==> config.mk <==
export PLATFORM = sky130hd
export DESIGN_NAME = vpic_top
export DESIGN_NICKNAME = d
export VERILOG_FILES = /design/src/rtl/vpic_pkg.sv /design/src/rtl/vpic_irq_source.sv /design/src/rtl/vpic_iack_handler.sv /design/src/rtl/vpic_top.sv
export SDC_FILE = /design/constraint.sdc
export NUM_CORES = 1
export LEC_CHECK = 0
export ABC_AREA = 0
export BUFFER_PORTS_ARGS = -buffer_cell sky130_fd_sc_hd__buf_2
export CELL_PAD_IN_SITES_DETAIL_PLACEMENT = 0
export CELL_PAD_IN_SITES_GLOBAL_PLACEMENT = 1
export CORE_MARGIN = 8
export CORE_UTILIZATION = 30
export CTS_CLUSTER_DIAMETER = 120
export CTS_CLUSTER_SIZE = 30
export DETAILED_ROUTE_END_ITERATION = 16
export PLACE_DENSITY = 0.6
export SYNTH_ARGS = -nofsm -noshare
export SYNTH_HDL_FRONTEND = slang
export SYNTH_SLANG_ARGS = --single-unit
==> constraint.sdc <==
create_clock -name ref_clk -period 2.2 [get_ports ref_clk]
set_input_delay 0.33 -clock ref_clk [delete_from_list [all_inputs] [get_ports ref_clk]]
set_output_delay 0.33 -clock ref_clk [all_outputs]
set_load 0.1 [all_outputs]
==> src/rtl/vpic_pkg.sv <==
// Constants shared by the VMEbus interrupt controller block.
// Assumes a 32-bit register port with byte addresses.
package vpic_pkg;

  // ----------------------------------------------------------------
  // Register map
  // ----------------------------------------------------------------
  localparam int ADDR_W = 8;
  localparam int DATA_W = 32;
  localparam logic [7:0] OFS_VME_INTERRUPT_CONTROL_REG = 8'h00;
  localparam logic [7:0] OFS_ENABLE = 8'h04;
  localparam logic [7:0] OFS_STATUS = 8'h08;
  localparam logic [7:0] OFS_OUTEN = 8'h0c;
  localparam logic [7:0] OFS_MAP_LO = 8'h10;
  localparam logic [7:0] OFS_MAP_HI = 8'h14;
  localparam logic [7:0] OFS_HVEC = 8'h18;
  localparam logic [7:0] OFS_HSTAT = 8'h1c;
  localparam logic [2:0] OFS_IACK_PAGE = 3'h1;

  // ----------------------------------------------------------------
  // Interrupt control register fields
  // ----------------------------------------------------------------
  localparam int VEC_LSB = 0;
  localparam int LVL_LSB = 8;
  localparam int PEND_BIT = 11;
  localparam int ACKEN_BIT = 12;
  localparam logic [2:0] LVL_NONE = 3'h0;

  // ----------------------------------------------------------------
  // Host read widths
  // ----------------------------------------------------------------
  localparam logic [1:0] SIZE_BYTE = 2'h0;
  localparam logic [1:0] SIZE_HALF = 2'h1;
  localparam logic [1:0] SIZE_WORD = 2'h2;

  // ----------------------------------------------------------------
  // Interrupt sources
  // ----------------------------------------------------------------
  localparam int NUM_SRC = 25;
  localparam int NUM_LINES = 4;
  localparam int MAP_LO_SRC = 16;
  localparam int SRC_ACK = 12;
  localparam logic [24:0] SRC_EDGE_MASK = 25'h1fffe00;
  localparam logic [24:0] RST_ZERO = 25'h0000000;

  typedef enum logic [1:0] {
    VPIC_IR_IDLE = 2'b00,
    VPIC_IR_REQ = 2'b01,
    VPIC_IR_ANSWER = 2'b10
  } vpic_ir_state_t;

  typedef enum logic {
    VPIC_H_IDLE = 1'b0,
    VPIC_H_RUN = 1'b1
  } vpic_h_state_t;

endpackage

==> src/rtl/vpic_irq_source.sv <==
// One local interrupt source: enable gating and a status bit.
// Assumes the raw input is synchronous to clk.
`timescale 1ns/1ps
`default_nettype none
module vpic_irq_source #(
  parameter bit EDGE = 1'b1
) (
  // Clock and reset
  input wire logic clk,
  input wire logic rst_n,
  // Source and controls
  input wire logic raw,
  input wire logic enable,
  input wire logic clear,
  // State
  output logic status
);

  logic raw_q;

  always_ff @(posedge clk or negedge rst_n) begin
    if (!rst_n) begin
      raw_q <= 1'b0;
    end else begin
      raw_q <= raw;
    end
  end

  // Edge sources latch; a new edge beats a clear in the same cycle
  always_ff @(posedge clk or negedge rst_n) begin
    if (!rst_n) begin
      status <= 1'b0;
    end else if (EDGE) begin
      if (enable && raw && !raw_q) begin
        status <= 1'b1;
      end else if (clear) begin
        status <= 1'b0;
      end
    end else begin
      status <= enable & raw;
    end
  end

endmodule
`default_nettype wire

==> src/rtl/vpic_iack_handler.sv <==
// Interrupt handler sequencer: runs one acknowledge cycle per request.
// Assumes the VMEbus master answers with done and the vector.
`timescale 1ns/1ps
`default_nettype none
module vpic_iack_handler #(
  parameter int VEC_W = 32
) (
  // Clock and reset
  input wire logic clk,
  input wire logic rst_n,
  // Request from the register port
  input wire logic start,
  input wire logic [2:0] start_lvl,
  input wire logic [1:0] start_size,
  input wire logic done_clr,
  // VMEbus master side
  output logic iack_req,
  output logic [2:0] iack_lvl,
  output logic [1:0] iack_size,
  input wire logic iack_done_in,
  input wire logic [VEC_W-1:0] iack_vec_in,
  // Result
  output logic busy,
  output logic done,
  output logic [VEC_W-1:0] vector
);

  vpic_pkg::vpic_h_state_t state;

  // Only a 32-bit vector path is served
  if (VEC_W != 32) begin : g_width_check
    $error("vpic_iack_handler: VEC_W must be 32");
  end

  always_ff @(posedge clk or negedge rst_n) begin
    if (!rst_n) begin
      state <= vpic_pkg::VPIC_H_IDLE;
      iack_req <= 1'b0;
      iack_lvl <= 3'h0;
      iack_size <= 2'h0;
    end else begin
      unique case (state)
        vpic_pkg::VPIC_H_IDLE: begin
          if (start) begin
            state <= vpic_pkg::VPIC_H_RUN;
            iack_req <= 1'b1;
            iack_lvl <= start_lvl;
            iack_size <= start_size;
          end
        end
        vpic_pkg::VPIC_H_RUN: begin
          if (iack_done_in) begin
            state <= vpic_pkg::VPIC_H_IDLE;
            iack_req <= 1'b0;
          end
        end
      endcase
    end
  end

  assign busy = (state == vpic_pkg::VPIC_H_RUN);

  // Vector and done flag; completion beats a clear in the same cycle
  always_ff @(posedge clk or negedge rst_n) begin
    if (!rst_n) begin
      done <= 1'b0;
      vector <= '0;
    end else if (busy && iack_done_in) begin
      done <= 1'b1;
      vector <= iack_vec_in;
    end else if (done_clr) begin
      done <= 1'b0;
    end
  end

endmodule
`default_nettype wire

==> src/rtl/vpic_top.sv <==
// VMEbus interrupter, local interrupter and interrupt handler.
// Assumes all inputs are synchronous to ref_clk.
//
// The placing of the registers and the plain strobed port were left to the implementer.
`timescale 1ns/1ps
`default_nettype none
module vpic_top (
  // Clock and reset
  input wire logic ref_clk,
  input wire logic resetn,
  // Register port
  input wire logic [7:0] reg_addr,
  input wire logic [31:0] reg_wdata,
  input wire logic reg_wr,
  input wire logic reg_rd,
  input wire logic [1:0] reg_size,
  output logic [31:0] reg_rdata,
  // Interrupt sources
  input wire logic [7:1] vme_irq_in_n,
  input wire logic ac_fail_input_n,
  input wire logic system_fail_input,
  input wire logic vme_err_event,
  input wire logic [1:0] dma_event,
  input wire logic bcast_event,
  input wire logic clock_event,
  input wire logic counter_event,
  input wire logic pci_err_event,
  input wire logic [3:0] mailbox_event,
  input wire logic [3:0] locmon_event,
  // VMEbus interrupter
  output logic [7:1] irq_out_oe,
  input wire logic vme_iack_in,
  input wire logic [2:0] vme_iack_lvl_in,
  output logic vme_iack_out,
  output logic [7:0] vme_vec_out,
  output logic vme_vec_oe,
  output logic vme_dtack_oe,
  // VMEbus interrupt handler
  output logic iack_req,
  output logic [2:0] iack_lvl,
  output logic [1:0] iack_size,
  input wire logic iack_done_in,
  input wire logic [31:0] iack_vec_in,
  // Local interrupt lines, open drain
  output logic [3:0] local_int_oe,
  output logic local_int_out_a_n,
  output logic local_int_out_b_n,
  output logic local_int_out_c_n,
  output logic local_int_out_d_n,
  output logic int_any
);

  // ----------------------------------------------------------------
  // Register decode
  // ----------------------------------------------------------------
  logic wr_vme_interrupt_control_reg;
  logic wr_status;
  logic rd_iack;
  logic rd_hstat;
  logic [2:0] rd_iack_lvl;

  assign wr_vme_interrupt_control_reg = reg_wr && (reg_addr == vpic_pkg::OFS_VME_INTERRUPT_CONTROL_REG);
  assign wr_status = reg_wr && (reg_addr == vpic_pkg::OFS_STATUS);
  assign rd_hstat = reg_rd && (reg_addr == vpic_pkg::OFS_HSTAT);
  assign rd_iack = reg_rd && (reg_addr[7:5] == vpic_pkg::OFS_IACK_PAGE)
                   && (reg_addr[4:2] != 3'h7) && (reg_addr[1:0] == 2'h0);
  assign rd_iack_lvl = reg_addr[4:2] + 3'h1;

  // ----------------------------------------------------------------
  // VMEbus interrupter
  // ----------------------------------------------------------------
  vpic_pkg::vpic_ir_state_t ir_state;
  logic [7:0] int_vector;
  logic [2:0] req_level;
  logic request_pending_flag;
  logic ack_event_en;
  logic ack_event;
  logic claim;
  logic [2:0] wr_level;

  assign wr_level = reg_wdata[vpic_pkg::LVL_LSB +: 3];
  assign claim = (ir_state == vpic_pkg::VPIC_IR_ANSWER)
                 || ((ir_state == vpic_pkg::VPIC_IR_REQ) && vme_iack_in
                     && (vme_iack_lvl_in == req_level));

  // Vector and acknowledge enable are held while a request is out
  always_ff @(posedge ref_clk or negedge resetn) begin
    if (!resetn) begin
      int_vector <= 8'h00;
      ack_event_en <= 1'b0;
    end else if (wr_vme_interrupt_control_reg && !request_pending_flag) begin
      int_vector <= reg_wdata[vpic_pkg::VEC_LSB +: 8];
      ack_event_en <= reg_wdata[vpic_pkg::ACKEN_BIT];
    end
  end

  always_ff @(posedge ref_clk or negedge resetn) begin
    if (!resetn) begin
      ir_state <= vpic_pkg::VPIC_IR_IDLE;
      req_level <= vpic_pkg::LVL_NONE;
      request_pending_flag <= 1'b0;
      irq_out_oe <= 7'h00;
      ack_event <= 1'b0;
      vme_vec_out <= 8'h00;
      vme_vec_oe <= 1'b0;
      vme_dtack_oe <= 1'b0;
    end else begin
      ack_event <= 1'b0;
      unique case (ir_state)
        vpic_pkg::VPIC_IR_IDLE: begin
          // Only the interrupter drives the request lines
          if (wr_vme_interrupt_control_reg && (wr_level != vpic_pkg::LVL_NONE)) begin
            ir_state <= vpic_pkg::VPIC_IR_REQ;
            req_level <= wr_level;
            irq_out_oe <= 7'(7'h01 << (wr_level - 3'h1));
            request_pending_flag <= 1'b1;
          end
        end
        vpic_pkg::VPIC_IR_REQ: begin
          // Further level writes are ignored here
          if (claim) begin
            ir_state <= vpic_pkg::VPIC_IR_ANSWER;
            irq_out_oe <= 7'h00;
            request_pending_flag <= 1'b0;
            ack_event <= ack_event_en;
            vme_vec_out <= int_vector;
            vme_vec_oe <= 1'b1;
            vme_dtack_oe <= 1'b1;
          end
        end
        vpic_pkg::VPIC_IR_ANSWER: begin
          if (!vme_iack_in) begin
            ir_state <= vpic_pkg::VPIC_IR_IDLE;
            req_level <= vpic_pkg::LVL_NONE;
            vme_vec_oe <= 1'b0;
            vme_dtack_oe <= 1'b0;
          end
        end
        default: begin
          ir_state <= vpic_pkg::VPIC_IR_IDLE;
        end
      endcase
    end
  end

  // Acknowledges not meant for this board pass down the chain
  always_ff @(posedge ref_clk or negedge resetn) begin
    if (!resetn) begin
      vme_iack_out <= 1'b0;
    end else begin
      vme_iack_out <= vme_iack_in && !claim;
    end
  end

  // ----------------------------------------------------------------
  // Local interrupter controls
  // ----------------------------------------------------------------
  logic [24:0] src_enable;
  logic [24:0] src_outen;
  logic [31:0] map_lo;
  logic [17:0] map_hi;
  logic [49:0] map_all;
  logic [24:0] src_raw;
  logic [24:0] src_status;

  always_ff @(posedge ref_clk or negedge resetn) begin
    if (!resetn) begin
      src_enable <= vpic_pkg::RST_ZERO;
    end else if (reg_wr && (reg_addr == vpic_pkg::OFS_ENABLE)) begin
      src_enable <= reg_wdata[24:0];
    end
  end

  always_ff @(posedge ref_clk or negedge resetn) begin
    if (!resetn) begin
      src_outen <= vpic_pkg::RST_ZERO;
    end else if (reg_wr && (reg_addr == vpic_pkg::OFS_OUTEN)) begin
      src_outen <= reg_wdata[24:0];
    end
  end

  always_ff @(posedge ref_clk or negedge resetn) begin
    if (!resetn) begin
      map_lo <= 32'h00000000;
      map_hi <= 18'h00000;
    end else if (reg_wr && (reg_addr == vpic_pkg::OFS_MAP_LO)) begin
      map_lo <= reg_wdata;
    end else if (reg_wr && (reg_addr == vpic_pkg::OFS_MAP_HI)) begin
      map_hi <= reg_wdata[17:0];
    end
  end

  assign map_all = {map_hi, map_lo};

  // Source order, bit 24 downward
  assign src_raw = {locmon_event, mailbox_event, pci_err_event,
                    counter_event, clock_event, bcast_event, ack_event,
                    dma_event, vme_err_event, system_fail_input,
                    ~ac_fail_input_n, ~vme_irq_in_n};

  // ----------------------------------------------------------------
  // Source cells
  // ----------------------------------------------------------------
  genvar gi;
  generate
    for (gi = 0; gi < vpic_pkg::NUM_SRC; gi++) begin : g_src
      vpic_irq_source #(
        .EDGE(vpic_pkg::SRC_EDGE_MASK[gi])
      ) u_src (
        .clk(ref_clk),
        .rst_n(resetn),
        .raw(src_raw[gi]),
        .enable(src_enable[gi]),
        .clear(wr_status && reg_wdata[gi]),
        .status(src_status[gi])
      );
    end
  endgenerate

  // ----------------------------------------------------------------
  // Line routing
  // ----------------------------------------------------------------
  logic [3:0] line_act;

  always_comb begin
    line_act = 4'h0;
    for (int i = 0; i < vpic_pkg::NUM_SRC; i++) begin
      if (src_enable[i] && src_status[i] && src_outen[i]) begin
        line_act[map_all[2*i +: 2]] = 1'b1;
      end
    end
  end

  always_ff @(posedge ref_clk or negedge resetn) begin
    if (!resetn) begin
      local_int_oe <= 4'h0;
      local_int_out_a_n <= 1'b1;
      local_int_out_b_n <= 1'b1;
      local_int_out_c_n <= 1'b1;
      local_int_out_d_n <= 1'b1;
      int_any <= 1'b0;
    end else begin
      local_int_oe <= line_act;
      local_int_out_a_n <= ~line_act[0];
      local_int_out_b_n <= ~line_act[1];
      local_int_out_c_n <= ~line_act[2];
      local_int_out_d_n <= ~line_act[3];
      int_any <= |line_act;
    end
  end

  // ----------------------------------------------------------------
  // VMEbus interrupt handler
  // ----------------------------------------------------------------
  logic h_busy;
  logic h_done;
  logic [31:0] h_vector;

  vpic_iack_handler #(
    .VEC_W(32)
  ) u_handler (
    .clk(ref_clk),
    .rst_n(resetn),
    .start(rd_iack),
    .start_lvl(rd_iack_lvl),
    .start_size(reg_size),
    .done_clr(rd_hstat),
    .iack_req(iack_req),
    .iack_lvl(iack_lvl),
    .iack_size(iack_size),
    .iack_done_in(iack_done_in),
    .iack_vec_in(iack_vec_in),
    .busy(h_busy),
    .done(h_done),
    .vector(h_vector)
  );

  // ----------------------------------------------------------------
  // Read data
  // ----------------------------------------------------------------
  logic [31:0] next_rdata;

  always_comb begin
    next_rdata = 32'h00000000;
    unique case (reg_addr)
      vpic_pkg::OFS_VME_INTERRUPT_CONTROL_REG: begin
        next_rdata[vpic_pkg::VEC_LSB +: 8] = int_vector;
        next_rdata[vpic_pkg::LVL_LSB +: 3] = req_level;
        next_rdata[vpic_pkg::PEND_BIT] = request_pending_flag;
        next_rdata[vpic_pkg::ACKEN_BIT] = ack_event_en;
      end
      vpic_pkg::OFS_ENABLE: begin
        next_rdata[24:0] = src_enable;
      end
      vpic_pkg::OFS_STATUS: begin
        next_rdata[24:0] = src_status;
      end
      vpic_pkg::OFS_OUTEN: begin
        next_rdata[24:0] = src_outen;
      end
      vpic_pkg::OFS_MAP_LO: begin
        next_rdata = map_lo;
      end
      vpic_pkg::OFS_MAP_HI: begin
        next_rdata[17:0] = map_hi;
      end
      vpic_pkg::OFS_HVEC: begin
        next_rdata = h_vector;
      end
      vpic_pkg::OFS_HSTAT: begin
        next_rdata[1:0] = {h_done, h_busy};
      end
      default: begin
        next_rdata = 32'h00000000;
      end
    endcase
  end

  always_ff @(posedge ref_clk or negedge resetn) begin
    if (!resetn) begin
      reg_rdata <= 32'h00000000;
    end else if (reg_rd) begin
      reg_rdata <= next_rdata;
    end else begin
      reg_rdata <= 32'h00000000;
    end
  end

endmodule
`default_nettype wire

== Yosys cells after proc, flatten, opt, wreduce, memory -nomap -nowiden ==
Index checks and enable logic that the tools add are counted.
Storage, ports and cells
  flip-flop bits (word level): 255
  bits of input ports: 107
  output and inout port bits: 65
Operators by class
  $add $sub $neg: 2
  order comparisons: 50
  eq/ne operators: 17
  shifts and indexed selects: 1
  mux-type cells: 139
  bitwise logic cells: 41
  reductions and logical operators: 191
Operators with widths (number)
  1-bit logical AND: 139
  4-bit 2-to-1 mux: 25
  4-bit OR: 24
  11-bit case mux with 7 select lines: 1
  2-bit by 3-bit < comparator with 1-bit output (second input constant): 25
  1-bit 2-to-1 mux: 69
  1-bit demux with 2-bit select: 25
  2-bit by 1-bit >= comparator with 1-bit output (second input constant): 25
  2-bit nonzero test: 20
  7-bit case mux with 5 select lines: 1
  8-bit by 5-bit == test with 1-bit output (second input constant): 4
  32-bit 2-to-1 mux: 1
  5-bit case mux with 6 select lines: 1
  7-bit case mux with 2 select lines: 2
  1-bit zero test: 18
  8-bit by 4-bit == test with 1-bit output (second input constant): 2
  2-bit case mux with 8 select lines: 1
  7-bit 2-to-1 mux: 2
  3-bit AND reduction: 4
  2-bit != test (second input constant): 5
  1-bit bitwise AND: 9
  8-bit by 3-bit == test with 1-bit output (second input constant): 1
  8-bit zero test: 1
  1-bit case mux with 2 select lines: 4
  other kinds (19): 32

== Depth between registers and ports, before layout ==
  depth after elaboration: 54
  mapped depth: 9
  depth with buffers taken out: 7

== Hierarchy ==
Synthesis repeated with hierarchy kept, for this count alone.
Unflattened totals
  cells, all modules: 959
  area, all modules: 11270.8 um^2
By module, submodules not included
  vpic_top: instances 1, cells each 773, area each 8361.8 um^2, sequential area each 4359.2 um^2
  vpic_iack_handler: instances 1, cells each 88, area each 1506.4 um^2, sequential area each 1001.0 um^2
  vpic_irq_source at g_src[10].u_src ...: instances 16, cells each 5, area each 70.1 um^2, sequential area each 50.0 um^2
  vpic_irq_source at g_src[0].u_src ...: instances 9, cells each 2, area each 31.3 um^2, sequential area each 25.0 um^2

== Worst setup path before layout ==
Ideal clock, no wire load.
  path type: input -> register
  from: input reg_addr[1]
  to: register map_hi[13]
  setup time: 125 ps
  arrival time: 2114 ps
  data required time: 2075 ps
  slack: -39 ps
  cell stages on the path: 8
  path buffers: 3
  cells stage by stage: or4_4 nor2_4 and3_1 buf_2 o311a_1 buf_2 buf_4 mux2_2
Between the ends
  longest elaborated chain between the ends: 4
  elaborated cells on any way between the ends: 6
  those cells by class: eq/ne (2); bitwise (1); reduce/logical (3)
RTL lines
  start: declaration: line vpic_top.sv:12  | input wire logic [7:0] reg_addr,
  8-bit by 5-bit == test with 1-bit output: line vpic_top.sv:186  | end else if (reg_wr && (reg_addr == vpic_pkg::OFS_MAP_LO)) begin
  1-bit logical AND: line vpic_top.sv:186
  1-bit inverter (no line)
  2-bit AND reduction (no line) *
  end signal: assignment: line vpic_top.sv:189  | map_hi <= reg_wdata[17:0];
  end: declaration: line vpic_top.sv:161  | logic [17:0] map_hi;
Mark *: on every way between the ends. The rest lies on a longest branch, timed or not.
A chain may end at the register's enable or synchronous reset.

== Worst setup path in the final report ==
  from: register src_enable[5]
  to: register int_any
Between the ends
  longest elaborated chain between the ends: 42
RTL lines
  start: declaration: line vpic_top.sv:158  | logic [24:0] src_enable;
  start signal: assignment: line vpic_top.sv:168  | src_enable <= vpic_pkg::RST_ZERO;
  start signal: assignment: line vpic_top.sv:170  | src_enable <= reg_wdata[24:0];
  1-bit logical AND * (2 in series): line vpic_top.sv:228  | if (src_enable[i] && src_status[i] && src_outen[i]) begin
  4-bit 2-to-1 mux *: line vpic_top.sv:228
  4-bit OR (no line)
  4-bit 2-to-1 mux *: line vpic_top.sv:228
  4-bit OR (no line)
  4-bit 2-to-1 mux *: line vpic_top.sv:228
  4-bit OR (no line)
  4-bit 2-to-1 mux *: line vpic_top.sv:228
  [... 25 more ...]
  4-bit 2-to-1 mux *: line vpic_top.sv:228
  4-bit OR (no line)
  4-bit 2-to-1 mux *: line vpic_top.sv:228
  4-bit OR (no line)
  4-bit 2-to-1 mux *: line vpic_top.sv:228
  4-bit OR (no line)
  4-bit 2-to-1 mux *: line vpic_top.sv:228
  4-bit OR reduction *: line vpic_top.sv:248  | int_any <= |line_act;
  end signal: assignment: line vpic_top.sv:248
  end: declaration: line vpic_top.sv:50  | output logic int_any
Marks and branches as above.

==> results by group <==
Floorplan
  • Starting density of the core: between 30 and 40%
  • Die X: ~210 microns
  • Core area: between 0.03 and 0.04 sq mm
  • Die Footprint: between 0.04 and 0.05 sq mm
  • Row count: 70
  • Chip height: around 210 microns
  • Ports: 172

Critical path
  • R2r endpoint: int_any
  • Worst Path Arrival: 2.47 ns
  • Worst Setup EP: int_any
  • R2R setup slack: 0.11 ns
  • CP required: around 2.6 ns
  • Reg2Reg Depth: 6
  • Reg2reg start: src_enable[5]
  • CP Capture Type: register
  • Setup CP Type: register to register
  • CP Launch Point: src_enable[5]
  • Crit-path max FO: 5
  • CP startpoint kind: register

Timing
  • Slew Viols, Final: 0
  • Crit path time final: around 2.1 ns
  • Final setup margin: approximately 0.11 ns
  • Fmax: around 480 MHz
  • Final worst path period share: a little over nine tenths
  • Setup-failing EPs final: 0
  • Slew @ Worst Pin: about 0.55 ns
  • RSZ-0062 raised after global routing: no
  • Final worst clock skew: approximately 0.023 ns
  • Final Hold Violating Endpoints: 0
  • Max-slew headroom: 63.4%

Synthesis
  • Yosys top cell area share: 56.6%
  • Synth Area per Inst: 12.0 sq um
  • Yosys cell types: 56
  • Synth top area cells: dfrtp_1 57%, mux2_2 14%, a22oi_1 3.0%
  • Post-synth EDFFs: 0
  • Ys async rst share: 100%
  • Mapped Nets: slightly above 1000
  • Synth Instances: 922
  • Post-synth top flop: dfrtp_1
  • Seq/Total Area, Yosys: 57.5%
  • Seq cells post-synth: 255
  • Netlist Area Pre-Place: roughly 0.011 sq mm
  • Synth warn: 0
  • Synth area leader: dfrtp_1

Finish
  • Layout cells sized above 1: 34.5%
  • Commonest non-fill, non-tap cell in the layout: dfrtp_1
  • Most frequent cells in the layout: 251 x dfrtp_1, 170 x buf_2, 134 x mux2_2, 75 x nand2_1, 50 x buf_4
  • Final instance area: 0.0137 sq mm
  • Fillers: 3637
  • Area grow syn2layout: 23.0%
  • Number of diodes: 0
  • NumNets Final: ~1300

Outcome
  • Status: finished, final reports clean

Placement
  • Placed instance area: about 0.013 sq mm
  • RePlAce Congestion: 0.909
  • HPWL after DPL: between 20000 and 30000 microns
  • PortBufs: roughly 170
  • Worst slack at placement: -0.199 ns

Routing
  • Detailed-route DRC error count: 0
  • 1st-pass router iterations: 5
  • Iter 0 DRT Violations: between 600 and 700
  • Via/cell ratio: between 5 and 6
  • Routed wire length: around 40000 microns
  • Via count: between 8000 and 9000
  • Antenna viol nets, final: 0
  • Wirelength per Cell: 24.0 microns

Power and ir drop
  • Lkg Pwr: approximately 6.4 nW
  • PwrDens: 682 mW/mm^2
  • Worst vdd ir: between 0.4 and 0.5 mV

GRT
  • Global-route wire length before repair: 59100 microns
  • GRT Overall Usage: roughly 18%
  • Grt total ovfl: 0
  • Vias in the first global route: between 9000 and 10000
  • Largest net degree at the start of global routing: 65
  • Initial antenna violation count: 1

Clock tree
  • Worst-path clk slew: 0.12 ns
  • CTS buffer count: 12
  • CTS tree: built
  • CTS Root Cell: clkbuf_16
  • Clock Latency Late Sink: 0.52 ns
  • Clock Sinks: roughly 260
  • CTS max path bufs: 3
  • H-tree depth: 1

Run
  • Max-Cap Viols: 0

Min path
  • Worst hold-check path type: input pin to register
  • Hold_sp: iack_vec_in[12]
metrics by stage:
| stage | utilization, % | std cells | hold WS (ns) | setup TNS (ns) | power (W) |
|---|---|---|---|---|---|
| 2_1_floorplan | - | 922 | 0.0344 | 0 | 0.00609 |
| 3_3_place_gp | 35.7 | 1579 | 0.325 | -6.75 | 0.00668 |
| 3_5_place_dp | 35.7 | 1579 | 0.314 | -5.85 | 0.00670 |
| 4_1_cts | 37.4 | 1623 | 0.0240 | 0 | 0.00945 |
| 5_1_grt | 37.4 | 1623 | 0.0315 | 0 | 0.00972 |
| 6_report | 37.4 | 1623 | 0.0417 | 0 | 0.00931 |
routing by layer:
layer	global-route usage [%]	vias up	part of all wire (%)
met5	0	-	0
met4	4.38	0	2.5
met3	3.08	43	5.2
met2	28.3	248	46
met1	24.3	4409	46
li1	-	3895	-
cell type report:
cell class                 count  area (sq um)  share of cell area [%]
clock buffer                  18           344                    2.52
clock inverter                 1          16.3                   0.119
inverter                      41           154                    1.13
multi-input combinational    578          4360                    31.9
sequential                   255          6390                    46.8
tap                          468           586                    4.29
timing repair buffer         262          1810                    13.3
report_power, final:
part | switching, W | internal, W | total [W]
clock network | 0.00156 | 0.00112 | 0.00268
logic | 0.000685 | 0.000475 | 0.00116
registers | 0.000392 | 0.00508 | 0.00547
total | 0.00263 | 0.00668 | 0.00931
worst max-delay path, stage by stage (launching register included):
cell and delay (ns):
dfrtp_1 0.44, and4b_1 0.28, a2111oi_1 0.49, nand3_1 0.17, nor3_2 0.32, buf_4 0.18
nand4_1 0.08
how the worst min path moves through the flow:
stage,endpoint,cells past startpoint
global placement,u_handler.iack_lvl[0],1
global route,u_handler.vector[12],2
floorplan,ack_event,0
detailed placement,u_handler.iack_size[1],1
finish,u_handler.vector[12],2
CTS,u_handler.vector[31],2
cell families (layout without fill, tap and decap cells):
group,count (synthesis),count (layout),synth area share [%]
simple gates,220,220,10.5
mux,145,145,14.6
compound gates,204,204,13.1
fa+ha+maj,6,6,0.676
xor+xnor,3,3,0.237
buf+inv,89,322,3.35
flops,255,255,57.5
sequential cells by signal (all words and copies together) (netlist names), 2 cells and up:
signal,cells
u_handler.vector,32
ir_state,2
u_handler.iack_lvl,3
g_src.u_src.raw_q,16
src_enable,25
u_handler.iack_size,2
vme_vec_out,8
g_src.u_src.status,25
irq_out_oe,7
map_lo,32
src_outen,25
int_vector,8
map_hi,18
local_int_oe,4
req_level,3
reg_rdata,32
cell usage after synthesis (3+ instances only):
library cell  number
nor3_1            13
nand4b_1           5
mux2i_1           11
nor2_1            24
dfrtp_1          251
dfstp_2            4
buf_1              3
o22ai_1           23
nand4_1           31
buf_2             12
nor4_1             7
o2bb2ai_1         19
nor2b_1            9
nand3_1           27
o32ai_1           10
a22oi_1           44
and3_1             5
clkbuf_1          29
a222oi_1          11
nand2_1           76
a221oi_1           4
a21oi_1           26
a22o_1             9
ha_1               6
inv_1             41
mux2_2           134
o21ai_0           31
and4b_1            9
a31oi_1           11
timing repair:
item / in CTS / in global routing
setup buffers: 0 / 0
setup endpoints to repair: 1 / 1
endpoints found under the hold margin: 79 / 0
hold buffers: 25 / 0
resized for setup: 1 / 1
Power figures use the tool's default switching activity.
